**src/hw/icg_pkg.sv**
```systemverilog
// Constants, register map and carrier types of the indexed-config GPIO port.
// Assumes one system clock at 20 MHz and host I/O cycles presented as one-cycle strobes.
// Contract
// - Two successive writes of the unlock key to the index port enter extended configuration mode.
// - In that mode a write to the index port selects a register and the data port then reads or writes it.
// - Writing the lock key to the index port leaves the mode and stops configuration decoding.
// - Writing the GPIO device number to the device select register points the upper registers at GPIO.
// - Writing one to the activation register makes the selected GPIO device operational.
// - Setting the indicated multiplex bits routes the shared pins to GPIO group one, kept by read-modify-write.
// - Only bits 4 to 7 of direction, inversion and data serve GPIO, bit 4 being port one, each independent.
// - An inversion bit of one complements the value between pin and data bit in both directions.
// - A direction bit of one makes a port an input, zero makes it an output driven from the data register.
// - Data bits of outputs read and write; data bits of inputs read the pin and ignore writes.
// - Settings and output states are kept across main and standby power loss while the battery holds.
// - Each buffered digital output presents the complement of its GPIO port level.
package icg_pkg;
    localparam logic [15:0] ICG_INDEX_ADDR = 16'h002e;
    localparam logic [15:0] ICG_DATA_ADDR = 16'h002f;
    localparam logic [7:0] ICG_UNLOCK_KEY = 8'h87;
    localparam logic [7:0] ICG_LOCK_KEY = 8'haa;
    localparam logic [7:0] ICG_IDX_DEV_SEL = 8'h07;
    localparam logic [7:0] ICG_IDX_PIN_MUX = 8'h2a;
    localparam logic [7:0] ICG_IDX_ACTIVATE = 8'h30;
    localparam logic [7:0] ICG_IDX_DIR = 8'hf0;
    localparam logic [7:0] ICG_IDX_DATA = 8'hf1;
    localparam logic [7:0] ICG_IDX_INV = 8'hf2;
    localparam logic [7:0] ICG_GPIO_DEV = 8'h07;
    localparam logic [7:0] ICG_MUX_GPIO_MASK = 8'h84;
    localparam int ICG_GPIO_LSB = 4;
    localparam int ICG_PORTS = 4;
    localparam logic [7:0] ICG_RST_DEV_SEL = 8'h00;
    localparam logic [7:0] ICG_RST_PIN_MUX = 8'h00;
    localparam logic [7:0] ICG_RST_ACTIVATE = 8'h00;
    localparam logic [7:0] ICG_RST_DIR = 8'hff;
    localparam logic [7:0] ICG_RST_DATA = 8'h00;
    localparam logic [7:0] ICG_RST_INV = 8'h00;
    localparam logic [7:0] ICG_RST_INDEX = 8'h00;
    localparam logic [7:0] ICG_RST_RDATA = 8'h00;
    localparam logic [7:0] ICG_READ_IDLE = 8'hff;

    typedef enum logic [1:0] {
        ICG_LOCKED = 2'b00,
        ICG_HALF = 2'b01,
        ICG_OPEN = 2'b11
    } icg_mode_t;

    typedef struct packed {
        logic wr;
        logic rd;
        logic [15:0] addr;
        logic [7:0] wdata;
    } icg_io_req_t;

    typedef struct packed {
        logic [ICG_PORTS-1:0] out;
        logic [ICG_PORTS-1:0] oe_n;
        logic [ICG_PORTS-1:0] buf_out;
    } icg_pins_t;
endpackage : icg_pkg

```
**src/hw/icg_gpio_port.sv**
```systemverilog
// Indexed-configuration GPIO unit: key-locked index/data port pair and four GPIO pins.
// Assumes host I/O cycles arrive as one-cycle strobes synchronous to clk_sys; pins are synchronous too.
`timescale 1ns/100ps
module icg_gpio_port (
    // Clock and reset
    input wire logic clk_sys,
    input wire logic rst,
    // Host I/O cycles
    input wire icg_pkg::icg_io_req_t io_req,
    output logic [7:0] io_rdata,
    output logic io_rvalid,
    // Board pins
    input wire logic [icg_pkg::ICG_PORTS-1:0] gpio_in,
    output icg_pkg::icg_pins_t pins,
    // Status
    output logic cfg_mode_open
);
    import icg_pkg::*;

    icg_mode_t mode_reg, mode_next;
    logic cfg_open_reg;
    logic [7:0] index_reg;
    logic [7:0] dev_sel_reg;
    logic [7:0] pin_mux_reg;
    logic [7:0] activate_reg;
    logic [7:0] dir_reg;
    logic [7:0] data_reg;
    logic [7:0] inv_reg;
    logic [7:0] rdata_reg;
    logic rvalid_reg;
    icg_pins_t pins_reg;

    // Decode of host cycles
    wire idx_wr = io_req.wr && io_req.addr == ICG_INDEX_ADDR;
    wire dat_wr = io_req.wr && io_req.addr == ICG_DATA_ADDR;
    wire dat_rd = io_req.rd && io_req.addr == ICG_DATA_ADDR;
    wire key_unlock = idx_wr && io_req.wdata == ICG_UNLOCK_KEY;
    wire key_lock = idx_wr && io_req.wdata == ICG_LOCK_KEY;
    wire is_open = mode_reg == ICG_OPEN;
    wire gpio_sel = dev_sel_reg == ICG_GPIO_DEV;
    wire gpio_act = gpio_sel && activate_reg[0];
    wire gpio_route = (pin_mux_reg & ICG_MUX_GPIO_MASK) == ICG_MUX_GPIO_MASK;
    wire cfg_wr = is_open && dat_wr;

    function automatic logic hit(input logic [7:0] idx, input logic [7:0] target);
        hit = idx == target;
    endfunction : hit

    // Register selects; the per-device registers answer only while the GPIO device is selected
    wire sel_dev_sel = hit(index_reg, ICG_IDX_DEV_SEL);
    wire sel_pin_mux = hit(index_reg, ICG_IDX_PIN_MUX);
    wire sel_activate = gpio_sel && hit(index_reg, ICG_IDX_ACTIVATE);
    wire sel_dir = gpio_sel && hit(index_reg, ICG_IDX_DIR);
    wire sel_data = gpio_sel && hit(index_reg, ICG_IDX_DATA);
    wire sel_inv = gpio_sel && hit(index_reg, ICG_IDX_INV);

    // Write enables; data port writes count only in extended configuration mode
    wire wr_index = is_open && idx_wr && !key_lock;
    wire wr_dev_sel = cfg_wr && sel_dev_sel;
    wire wr_pin_mux = cfg_wr && sel_pin_mux;
    wire wr_activate = cfg_wr && sel_activate;
    wire wr_dir = cfg_wr && sel_dir;
    wire wr_inv = cfg_wr && sel_inv;
    wire wr_data = cfg_wr && sel_data;

    // Key sequence
    always_comb begin
        mode_next = mode_reg;
        unique case (mode_reg)
            ICG_LOCKED: if (idx_wr) mode_next = key_unlock ? ICG_HALF : ICG_LOCKED;
            ICG_HALF: if (idx_wr) mode_next = key_unlock ? ICG_OPEN : ICG_LOCKED;
            ICG_OPEN: if (key_lock) mode_next = ICG_LOCKED;
            default: mode_next = ICG_LOCKED;
        endcase
    end

    // Pin level seen by the data register, after inversion
    wire [ICG_PORTS-1:0] inv_n = inv_reg[ICG_GPIO_LSB +: ICG_PORTS];
    wire [ICG_PORTS-1:0] dir_n = dir_reg[ICG_GPIO_LSB +: ICG_PORTS];
    wire [ICG_PORTS-1:0] dat_n = data_reg[ICG_GPIO_LSB +: ICG_PORTS];
    wire [ICG_PORTS-1:0] pin_seen = gpio_in ^ inv_n;
    wire [ICG_PORTS-1:0] pin_drive = dat_n ^ inv_n;

    // Per-port data bit: inputs follow the pin, outputs take host writes
    wire [ICG_PORTS-1:0] dat_next_n;
    genvar g;
    generate
        for (g = 0; g < ICG_PORTS; g++) begin : g_port
            assign dat_next_n[g] = dir_n[g] ? pin_seen[g]
                                 : (wr_data ? io_req.wdata[ICG_GPIO_LSB + g] : dat_n[g]);
        end
    endgenerate

    // Read mux for the data port; a locked port reads as an idle bus
    wire [7:0] data_view = {dat_next_n, data_reg[ICG_GPIO_LSB-1:0]};
    wire [7:0] rd_mux =
        !is_open ? ICG_READ_IDLE :
        sel_dev_sel ? dev_sel_reg :
        sel_pin_mux ? pin_mux_reg :
        sel_activate ? activate_reg :
        sel_dir ? dir_reg :
        sel_data ? data_view :
        sel_inv ? inv_reg : 8'h00;

    // Pin driver: only outputs of the active, routed device drive; enable is low while driving
    wire pins_on = gpio_act && gpio_route;
    wire [ICG_PORTS-1:0] drv_oe_n;
    wire [ICG_PORTS-1:0] port_level;
    generate
        for (g = 0; g < ICG_PORTS; g++) begin : g_pin
            assign drv_oe_n[g] = !(pins_on && !dir_n[g]);
            assign port_level[g] = drv_oe_n[g] ? gpio_in[g] : pin_drive[g];
        end
    endgenerate
    icg_pins_t pins_next;
    always_comb begin
        pins_next.out = pin_drive;
        pins_next.oe_n = drv_oe_n;
        pins_next.buf_out = ~port_level;
    end

    // Register state resets only with rst; battery-backed retention is the supply's job
    always_ff @(posedge clk_sys) begin
        if (rst) begin
            mode_reg <= ICG_LOCKED;
        end else begin
            mode_reg <= mode_next;
        end
    end

    // Status copy of the open state, so the output leaves a flip-flop and not a decoder
    always_ff @(posedge clk_sys) begin
        if (rst) begin
            cfg_open_reg <= 1'b0;
        end else begin
            cfg_open_reg <= mode_next == ICG_OPEN;
        end
    end

    // The lock key leaves the index alone; each session selects its register anew anyway
    always_ff @(posedge clk_sys) begin
        if (rst) begin
            index_reg <= ICG_RST_INDEX;
        end else if (wr_index) begin
            index_reg <= io_req.wdata;
        end
    end

    always_ff @(posedge clk_sys) begin
        if (rst) begin
            dev_sel_reg <= ICG_RST_DEV_SEL;
        end else if (wr_dev_sel) begin
            dev_sel_reg <= io_req.wdata;
        end
    end

    always_ff @(posedge clk_sys) begin
        if (rst) begin
            pin_mux_reg <= ICG_RST_PIN_MUX;
        end else if (wr_pin_mux) begin
            pin_mux_reg <= io_req.wdata;
        end
    end

    always_ff @(posedge clk_sys) begin
        if (rst) begin
            activate_reg <= ICG_RST_ACTIVATE;
        end else if (wr_activate) begin
            activate_reg <= io_req.wdata;
        end
    end

    always_ff @(posedge clk_sys) begin
        if (rst) begin
            dir_reg <= ICG_RST_DIR;
        end else if (wr_dir) begin
            dir_reg <= io_req.wdata;
        end
    end

    always_ff @(posedge clk_sys) begin
        if (rst) begin
            inv_reg <= ICG_RST_INV;
        end else if (wr_inv) begin
            inv_reg <= io_req.wdata;
        end
    end

    // Input bits refresh every cycle, so a read returns the live pin level
    always_ff @(posedge clk_sys) begin
        if (rst) begin
            data_reg <= ICG_RST_DATA;
        end else begin
            if (wr_data) data_reg[ICG_GPIO_LSB-1:0] <= io_req.wdata[ICG_GPIO_LSB-1:0];
            data_reg[ICG_GPIO_LSB +: ICG_PORTS] <= dat_next_n;
        end
    end

    // The answer strobe stands for one cycle; the data behind it holds until the next read
    always_ff @(posedge clk_sys) begin
        if (rst) begin
            rvalid_reg <= 1'b0;
        end else begin
            rvalid_reg <= dat_rd;
        end
    end

    always_ff @(posedge clk_sys) begin
        if (rst) begin
            rdata_reg <= ICG_RST_RDATA;
        end else if (dat_rd) begin
            rdata_reg <= rd_mux;
        end
    end

    // Pins follow the settings one cycle late, which keeps every pin output on a flip-flop
    always_ff @(posedge clk_sys) begin
        if (rst) begin
            pins_reg <= '{out: '0, oe_n: '1, buf_out: '1};
        end else begin
            pins_reg <= pins_next;
        end
    end

    assign io_rdata = rdata_reg;
    assign io_rvalid = rvalid_reg;
    assign pins = pins_reg;
    assign cfg_mode_open = cfg_open_reg;
endmodule : icg_gpio_port

```
**config.mk**
```make
export PLATFORM = sky130hd
export DESIGN_NAME = icg_gpio_port
export DESIGN_NICKNAME = d
export VERILOG_FILES = /design/src/hw/icg_pkg.sv /design/src/hw/icg_gpio_port.sv
export SDC_FILE = /design/constraint.sdc
export NUM_CORES = 1
export LEC_CHECK = 0
export BUFFER_PORTS_ARGS = -buffer_cell sky130_fd_sc_hd__buf_2
export CAP_MARGIN = 20
export CELL_PAD_IN_SITES_DETAIL_PLACEMENT = 1
export CELL_PAD_IN_SITES_GLOBAL_PLACEMENT = 1
export CORE_UTILIZATION = 35
export DETAILED_ROUTE_END_ITERATION = 6
export HOLD_SLACK_MARGIN = 0.02
export PLACE_DENSITY = 0.67
export SLEW_MARGIN = 20
export SYNTH_ARGS = -nofsm -noshare
export SYNTH_HDL_FRONTEND = slang
export SYNTH_SLANG_ARGS = --single-unit
```
**constraint.sdc**
```tcl
create_clock -name clk_sys -period 3.66 [get_ports clk_sys]
set_clock_uncertainty 0.1 [all_clocks]
set_input_delay 0.366 -clock clk_sys [delete_from_list [all_inputs] [get_ports clk_sys]]
set_output_delay 0.366 -clock clk_sys [all_outputs]
set_load 0.01 [all_outputs]
```
==> results of run 1 <==
[layer usage]
metal / up-vias / routed length, µm
li1: 1653 / -
met1: 1702 / 5330
met2: 105 / 5560
met3: 17 / 513
met4: 0 / 206
met5: - / 0
[where the power goes]
group	switching, mW	internal (mW)	total, mW
Sequential	0.00316	0.876	0.879
Clock	0.354	0.321	0.676
Combinational	0.0483	0.0285	0.0769
Total	0.406	1.23	1.63
[worst min-delay path: stages]
cell     delay, ns
buf_2         0.11
nor2_1        0.09
a211o_1       0.10
[kinds of logic (layout without fill, tap and decap cells)]
logic type / count (synthesis) / after routing / share of synthesized area, %
AND/OR/NAND/NOR: 178 / 178 / 24.0
AO/OA/AOI/OAI: 90 / 90 / 16.0
flip-flops: 80 / 80 / 43.1
XOR/XNOR: 8 / 8 / 1.89
multiplexers: 39 / 39 / 10.6
buffers and inverters: 38 / 89 / 4.28
[cell usage after synthesis (all sizes together) (3+ instances only)]
library cell,number,share of area (%)
a211o,5,1.2
a211oi,4,0.81
a21oi,34,4.6
a221oi,4,0.94
a22o,3,0.71
a31oi,3,0.51
and2,3,0.51
buf,6,0.98
clkbuf,22,2.3
dfxtp,80,43
inv,10,1.0
mux2,4,1.2
mux2i,35,9.4
nand2,53,5.4
nand2b,3,0.51
nand3,9,1.2
nand4,9,1.5
nor2,58,5.9
nor3,4,0.67
nor4,8,1.5
nor4b,3,0.71
o211a,3,0.81
o21ai,10,1.3
o22ai,8,1.3
o311a,6,1.6
o31a,4,0.94
or3,8,1.4
or4,3,0.71
xnor2,8,1.9
[layout make-up]
cell class | instances | area (µm²)
Sequential cell | 80 | 1600
Multi-Input combinational cell | 315 | 1960
Fill cell | 1258 | 6020
Clock buffer | 9 | 124
Inverter | 10 | 37.5
Tap cell | 136 | 170
Clock inverter | 7 | 75.1
Timing Repair Buffer | 63 | 340
[worst max-delay path by stage]
stage                                 from                        end  slack [ns]  depth (start not counted)
3_5_place_dp                    io_req[14]  index_reg[5]$_SDFFE_PP0P_        0.53                          7
3_3_place_gp                    io_req[14]  index_reg[1]$_SDFFE_PP0P_        0.57                          7
5_1_grt        dev_sel_reg[0]$_SDFFE_PP0P_     data_reg[5]$_SDFF_PP0_        0.73                          7
2_1_floorplan                   io_req[14]  index_reg[1]$_SDFFE_PP0P_        0.91                          7
6_report       dev_sel_reg[0]$_SDFFE_PP0P_     data_reg[5]$_SDFF_PP0_        0.86                          7
4_1_cts        dev_sel_reg[0]$_SDFFE_PP0P_     data_reg[5]$_SDFF_PP0_        0.89                          7
[metrics by stage]
step | area (µm²) | setup slack [ns] | hold WS [ns]
after floorplan | 3710 | 0.912 | 0.332
after global placement | 4110 | 0.573 | 0.345
after detailed placement | 4110 | 0.530 | 0.358
after CTS | 4310 | 0.890 | 0.220
after global routing | 4310 | 0.735 | 0.240
final | 4310 | 0.861 | 0.231
==> results.sh, run 1 <==
export IMPL_outcome="finished clean"
export IMPL_worstReg2RegEnd="data_reg[5]$_SDFF_PP0_"
export IMPL_worstReg2RegStart="dev_sel_reg[0]$_SDFFE_PP0P_"
export IMPL_htree_levels=3
export IMPL_layout_commonest_cell="dfxtp_1"
export IMPL_finalCritPeriodShare_pct=76.5
export IMPL_dr_pass1_iters=4
export IMPL_grt_setup_unrepaired="no"
export IMPL_totalWireLength_um=11600
export IMPL_p_per_area_nw_per_um2=379
export IMPL_min_delay_start="gpio_in[3]"
export IMPL_numPlacedInstances=604
export IMPL_drive_above_1_share_pct=18.6
export IMPL_grt_start_max_net_pins=66
export IMPL_cap_violations=0
export IMPL_largest_reg_flops=12
export IMPL_synth_cell_types=51
export IMPL_cpLargestDelayFamily="simple AND/OR/NAND/NOR gates"
export IMPL_synthFlopType="dfxtp_1"
export IMPL_ir_drop_uv=173
export IMPL_crit_required_ns=3.83
export IMPL_cts_repair_resized=0
export IMPL_hp_class="in -> reg"
export IMPL_vias=3477
export IMPL_grt_ovfl_total=0
export IMPL_finalHoldViolCount=0
export IMPL_arrival_ns=2.96
export IMPL_power_mw=1.63
export IMPL_cp_end_kind="register"
export IMPL_tightest_slew_ns=0.896
export IMPL_die_width_um=105
export IMPL_ant_nets=0
export IMPL_fin_util_pct=41.7
export IMPL_setup_viol=0
export IMPL_num_rows=37
export IMPL_grt_usage_pct=22.1
export IMPL_nets=511
export IMPL_fmax_mhz=357
export IMPL_syn_num_nets=465
export IMPL_placeableCoreArea_um2=10300
export IMPL_grt_busiest_layer="met2"
export IMPL_synth_async_reset_ratio_pct=0
export IMPL_start_kind="register"
export IMPL_cts_sinks=80
export IMPL_use_met3_pct=3.31
export IMPL_cts_clk_slew_worst_paths_ns=0.10
export IMPL_max_stage_delay_ns=0.64
export IMPL_gr_usage_met1_pct=28.2
export IMPL_dr_first_iter_drc_count=199
export IMPL_grt_pass1_wl_um=18800
export IMPL_syn2layout_area_growth_pct=16.0
export IMPL_io_buffers=53
export IMPL_avgViaCountPerCell=5.61
export IMPL_ctsHoldBuffers=0
export IMPL_final_cell_mix="dfxtp_1, nor2_1, nand2_1, buf_2, mux2i_1"
export IMPL_ys_seq_elements=80
export IMPL_cts_tree="done"
export IMPL_fin_tns_setup_ns=0
export IMPL_reg2reg_slack_ns=0.86
export IMPL_critPathBufInv=1
export IMPL_crit_fanout=5
export IMPL_routedWlPerCell_um=18.7
export IMPL_insertion_delay_ns=0.36
export IMPL_hpwl_um=8340
export IMPL_crit_type="reg -> reg"
export IMPL_finalCriticalPeriod_ns=2.80
export IMPL_stdcell_count=620
export IMPL_ctsLongestPathBuffers=2
export IMPL_cp_slowest_cell="or4b_2"
export IMPL_die_area_um2=11000
export IMPL_num_io_pins=54
export IMPL_antenna_found_initial=0
export IMPL_r2r_cells=7
export IMPL_die_height_um=105
export IMPL_yosys_warnings=0
export IMPL_gp_congestion=0.862
export IMPL_grt_pass1_vias=3524
export IMPL_gr_usage_met2_pct=37.7
export IMPL_synth_area_um2=3710
export IMPL_synthCells=433
export IMPL_synth_edf_count=0
export IMPL_ctsRootBufferMaster="clkbuf_8"
export IMPL_drv_slew=0
export IMPL_crit_chain="or4b_2 > nor2_1 > and3_1 > nand2_1 > buf_4 > mux2_2 > o211a_1"
export IMPL_diodes=0
export IMPL_p_leak_nw=1.68
export IMPL_drc=0
export IMPL_hold_path_end="pins[3]$_SDFF_PP1_"
export IMPL_relSlewSlack_pct=38.7
export IMPL_yosysSeqAreaShare_pct=43.1
export IMPL_start_util_pct=36.0
export IMPL_hold_depth=3
export IMPL_cts_setup_buffers=0
export IMPL_syn_avg_cell_area_um2=8.58
export IMPL_numCtsBuffers=9
No activity file was read; power rests on OpenSTA's default activity.
==> run 2, diff against run 1 <==
PLACE_DENSITY = 0.7   (was 0.67)
clock period = 2.45 ns   (was 3.66 ns; I/O delays follow)
==> results.sh, run 2 (synthesized netlist as in run 1, its figures left out) <==
export IMPL_outcome="finished clean"
export IMPL_cts_tree="done"
export IMPL_totalWireLength_um=11800
export IMPL_grt_usage_pct=22.4
export IMPL_routedWlPerCell_um=18.2
export IMPL_top_layer="met4"
export IMPL_dr_first_iter_drc_count=111
export IMPL_arrival_ns=2.55
export IMPL_dr_pass1_iters=4
export IMPL_wl_met3_um=394
export IMPL_start_kind="primary input"
export IMPL_finalCriticalPeriod_ns=2.43
export IMPL_fin_tns_setup_ns=0
export IMPL_grt_ovfl_total=0
export IMPL_start_util_pct=36.0
export IMPL_clkPwrFrac_pct=43.3
export IMPL_die_height_um=105
export IMPL_finalCritPeriodShare_pct=99.1
export IMPL_die_area_um2=11000
export IMPL_crit_fanout=8
export IMPL_power_mw=2.53
export IMPL_grt_setup_unrepaired="yes"
export IMPL_ir_drop_uv=243
export IMPL_ant_nets=0
export IMPL_ctsHoldBuffers=0
export IMPL_drv_slew=0
export IMPL_drive_above_1_share_pct=26.0
export IMPL_fin_util_pct=44.7
export IMPL_p_leak_nw=1.84
export IMPL_cap_violations=0
export IMPL_placeableCoreArea_um2=10300
export IMPL_ctsLongestPathBuffers=2
export IMPL_tightest_slew_ns=0.828
export IMPL_antenna_found_initial=0
export IMPL_layout_commonest_cell="dfxtp_1"
export IMPL_gp_congestion=0.873
export IMPL_largest_reg_flops=12
export IMPL_finalHoldViolCount=0
export IMPL_ctsRootBufferMaster="clkbuf_8"
export IMPL_relSlewSlack_pct=44.1
export IMPL_p_seq_share_pct=51.8
export IMPL_vias=3495
export IMPL_sw_frac_of_total_pct=23.7
export IMPL_drc=0
export IMPL_crit_type="in -> reg"
export IMPL_cts_clk_slew_worst_paths_ns=0.08
export IMPL_num_io_pins=54
export IMPL_fmax_mhz=412
export IMPL_cts_sinks=80
export IMPL_avgViaCountPerCell=5.37
export IMPL_hpwl_um=8770
export IMPL_syn2layout_area_growth_pct=24.2
export IMPL_grt_pass1_vias=3581
export IMPL_grt_start_max_net_pins=66
export IMPL_final_cell_mix="dfxtp_1, nor2_1, nand2_1, buf_2, buf_4"
export IMPL_switchingPower_mw=0.601
export IMPL_io_buffers=53
export IMPL_intPower_mw=1.93
export IMPL_die_width_um=105
export IMPL_wl_met1_um=5510
export IMPL_wl_met2_um=5760
export IMPL_htree_levels=3
export IMPL_hp_class="in -> reg"
export IMPL_diodes=0
export IMPL_crit_required_ns=2.57
export IMPL_power_frac_comb_pct=4.9
export IMPL_p_per_area_nw_per_um2=550
export IMPL_setup_viol=0
export IMPL_nets=542
export IMPL_insertion_delay_ns=0.36
export IMPL_grt_pass1_wl_um=19100
export IMPL_cp_end_kind="register"
export IMPL_num_rows=37
export IMPL_cts_setup_buffers=0
export IMPL_numCtsBuffers=9
run 2: changes by cell type in the layout (fill, tap and decap cells not counted), moves of 2 or more:
cell	delta
buf_4	+31
dfxtp_1	-2
dfxtp_2	+2
inv_6	-2
run 2: timing repair:
action	in CTS	in global routing
endpoints found under the setup margin	4	17
pin swaps	0	2
gates resized for setup	2	11
run 2: metrics by stage:
stage	instance area, µm²	instances	hold slack, ns	setup WS, ns
5_1_grt	4610	651	0.121	-0.0103
2_1_floorplan	3720	433	0.273	-0.168
6_report	4610	651	0.117	0.0209
3_5_place_dp	4360	636	0.352	-0.406
3_3_place_gp	4360	636	0.345	-0.342
4_1_cts	4580	652	0.106	0.00254
run 2: power groups by stage:
| stage | Sequential [mW] | Combinational (mW) | Clock [mW] |
|---|---|---|---|
| floorplan | 1.35 | 0.0577 | 0 |
| global placement | 1.34 | 0.121 | 0 |
| detailed placement | 1.34 | 0.123 | 0 |
| CTS | 1.31 | 0.123 | 1.12 |
| global route | 1.31 | 0.134 | 1.18 |
| finish | 1.31 | 0.125 | 1.10 |
run 2: path summary, 6_finish.rpt:
path	from	to	slack [ns]	cells after the start
worst min register to register	activate_reg[5]$_SDFFE_PP0P_	activate_reg[5]$_SDFFE_PP0P_	0.37	2
worst max-delay path	io_req[17]	index_reg[0]$_SDFFE_PP0P_	0.02	7
worst min-delay path	gpio_in[3]	pins[3]$_SDFF_PP1_	0.12	3
worst max register to register	dev_sel_reg[5]$_SDFFE_PP0P_	data_reg[6]$_SDFF_PP0_	0.12	6
run 2: layer usage:
layer / GRT usage [%] / vias to the layer above
li1: - / 1704
met1: 28.7 / 1703
met2: 38.3 / 71
met3: 3.81 / 17
met4: 6.94 / 0
met5: 0 / -
run 2: layout make-up:
class | count | area, µm²
inverter | 10 | 37.5
timing repair buffer | 94 | 579
tap | 136 | 170
sequential | 80 | 1600
clock inverter | 7 | 95.1
fill | 1239 | 5710
clock buffer | 9 | 124
multi-input combinational | 315 | 2000
run 2: critical path, cell delays in order:
cell and delay, ns:
buf_6 0.09, or4b_4 0.53, or4_4 0.52, or3b_4 0.41, or3b_4 0.49, mux2i_1 0.21
nor2_1 0.06
==> run 3, diff against run 2 <==
CELL_PAD_IN_SITES_DETAIL_PLACEMENT = unset   (was 1)
CELL_PAD_IN_SITES_GLOBAL_PLACEMENT = unset   (was 1)
CTS_CLUSTER_SIZE = 28   (was unset)
PLACE_DENSITY = 0.55   (was 0.7)
TNS_END_PERCENT = 5   (was unset)
==> results.sh, run 3 (synthesized netlist as in run 1, its figures left out) <==
export IMPL_avgViaCountPerCell=5.32
export IMPL_cp_end_kind="register"
export IMPL_crit_type="in -> reg"
export IMPL_nets=544
export IMPL_cts_clk_slew_worst_paths_ns=0.08
export IMPL_diodes=0
export IMPL_htree_levels=3
export IMPL_tightest_slew_ns=0.880
export IMPL_crit_fanout=8
export IMPL_start_util_pct=36.0
export IMPL_grt_start_max_net_pins=35
export IMPL_num_io_pins=54
export IMPL_finalCriticalPeriod_ns=2.40
export IMPL_syn2layout_area_growth_pct=23.2
export IMPL_grt_pass1_wl_um=17500
export IMPL_dr_first_iter_drc_count=153
export IMPL_hold_depth=3
export IMPL_ir_drop_uv=290
export IMPL_setup_viol=0
export IMPL_grt_setup_unrepaired="yes"
export IMPL_drc=0
export IMPL_finalHoldViolCount=0
export IMPL_ant_nets=0
export IMPL_grt_pass1_vias=3423
export IMPL_gp_congestion=0.855
export IMPL_die_height_um=105
export IMPL_dr_pass1_iters=5
export IMPL_outcome="finished clean"
export IMPL_start_kind="primary input"
export IMPL_largest_reg_flops=12
export IMPL_cts_sinks=80
export IMPL_final_cell_mix="dfxtp_1, nor2_1, buf_2, nand2_1, buf_4"
export IMPL_stdcell_count=653
export IMPL_antenna_found_initial=0
export IMPL_die_area_um2=11000
export IMPL_ctsLongestPathBuffers=2
export IMPL_cts_tree="done"
export IMPL_fin_area_um2=4580
export IMPL_numCtsBuffers=9
export IMPL_vias=3473
export IMPL_die_width_um=105
export IMPL_p_per_area_nw_per_um2=537
export IMPL_layout_commonest_cell="dfxtp_1"
export IMPL_insertion_delay_ns=0.36
export IMPL_numPlacedInstances=637
export IMPL_totalWireLength_um=10800
export IMPL_io_buffers=53
export IMPL_relSlewSlack_pct=40.6
export IMPL_ctsRootBufferMaster="clkbuf_8"
export IMPL_cap_violations=0
export IMPL_routedWlPerCell_um=16.6
export IMPL_ctsHoldBuffers=0
export IMPL_r2r_cells=6
export IMPL_p_leak_nw=1.84
export IMPL_hp_class="in -> reg"
export IMPL_place_area_um2=4360
export IMPL_num_rows=37
export IMPL_drv_slew=0
export IMPL_grt_usage_pct=20.7
export IMPL_grt_ovfl_total=0
export IMPL_placeableCoreArea_um2=10300
export IMPL_crit_required_ns=2.59
export IMPL_hpwl_um=8090
export IMPL_drive_above_1_share_pct=24.2
export IMPL_finalCritPeriodShare_pct=98.1
export IMPL_arrival_ns=2.54
export IMPL_fmax_mhz=416
-- run 3: changes by cell type in the layout (fill, tap and decap cells not counted), moves of 2 or more --
| cell | change |
|---|---|
| dfxtp_1 | +2 |
| dfxtp_2 | -2 |
| clkinv_2 | -2 |
| clkinvlp_4 | +2 |
| clkbuf_8 | +2 |
-- run 3: per-stage QoR --
| step | TNS (ns) | power (mW) | hold slack (ns) | worst slack [ns] | utilization (%) |
|---|---|---|---|---|---|
| after floorplan | -1.43 | 1.40 | 0.273 | -0.168 | - |
| after global placement | -2.76 | 1.47 | 0.343 | -0.296 | 42.2 |
| after detailed placement | -3.22 | 1.47 | 0.346 | -0.326 | 42.2 |
| after CTS | 0 | 2.48 | 0.103 | 0.0503 | 44.3 |
| after global routing | -0.0367 | 2.55 | 0.115 | -0.0352 | 44.3 |
| final | 0 | 2.46 | 0.114 | 0.0459 | 44.3 |
-- run 3: final timing paths --
path / slack, ns / to / start
worst max register to register: 0.10 / io_rdata[0]$_SDFFE_PP0P_ / dev_sel_reg[5]$_SDFFE_PP0P_
worst min register to register: 0.36 / activate_reg[1]$_SDFFE_PP0P_ / activate_reg[1]$_SDFFE_PP0P_
worst max-delay path: 0.05 / index_reg[3]$_SDFFE_PP0P_ / io_req[12]
worst min-delay path: 0.11 / pins[2]$_SDFF_PP1_ / gpio_in[2]
-- run 3: metal layers --
metal	vias to the layer above	GRT usage [%]	wire length, µm
li1	1713	-	-
met1	1625	26.9	5100
met2	116	33.6	4870
met3	19	4.87	664
met4	0	7.04	210
met5	-	0	0
-- run 3: final cells by class --
cell class	count	area (µm²)
multi-input combinational	315	1970
timing repair buffer	96	592
fill	1046	5750
clock inverter	4	52.6
inverter	10	37.5
tap	136	170
clock buffer	12	155
sequential	80	1600
-- run 3: where the power goes --
group          leakage [nW]  internal, mW  switching (mW)
Clock                0.0948         0.527           0.494
Combinational          1.10        0.0495          0.0754
Sequential            0.648          1.31         0.00443
-- run 3: repair_timing --
action                                 4_1_cts  5_1_grt
resized for setup                            1        2
setup endpoints to repair                    3        9
setup buffers                                0        0
endpoints found under the hold margin        0        0
-- run 3: worst max-delay path: stages --
cell and delay, ns:
buf_2 0.10, or4b_4 0.53, or4_4 0.53, or3b_4 0.39, or3b_1 0.37, buf_6 0.16
mux2i_1 0.16, nor2_1 0.05
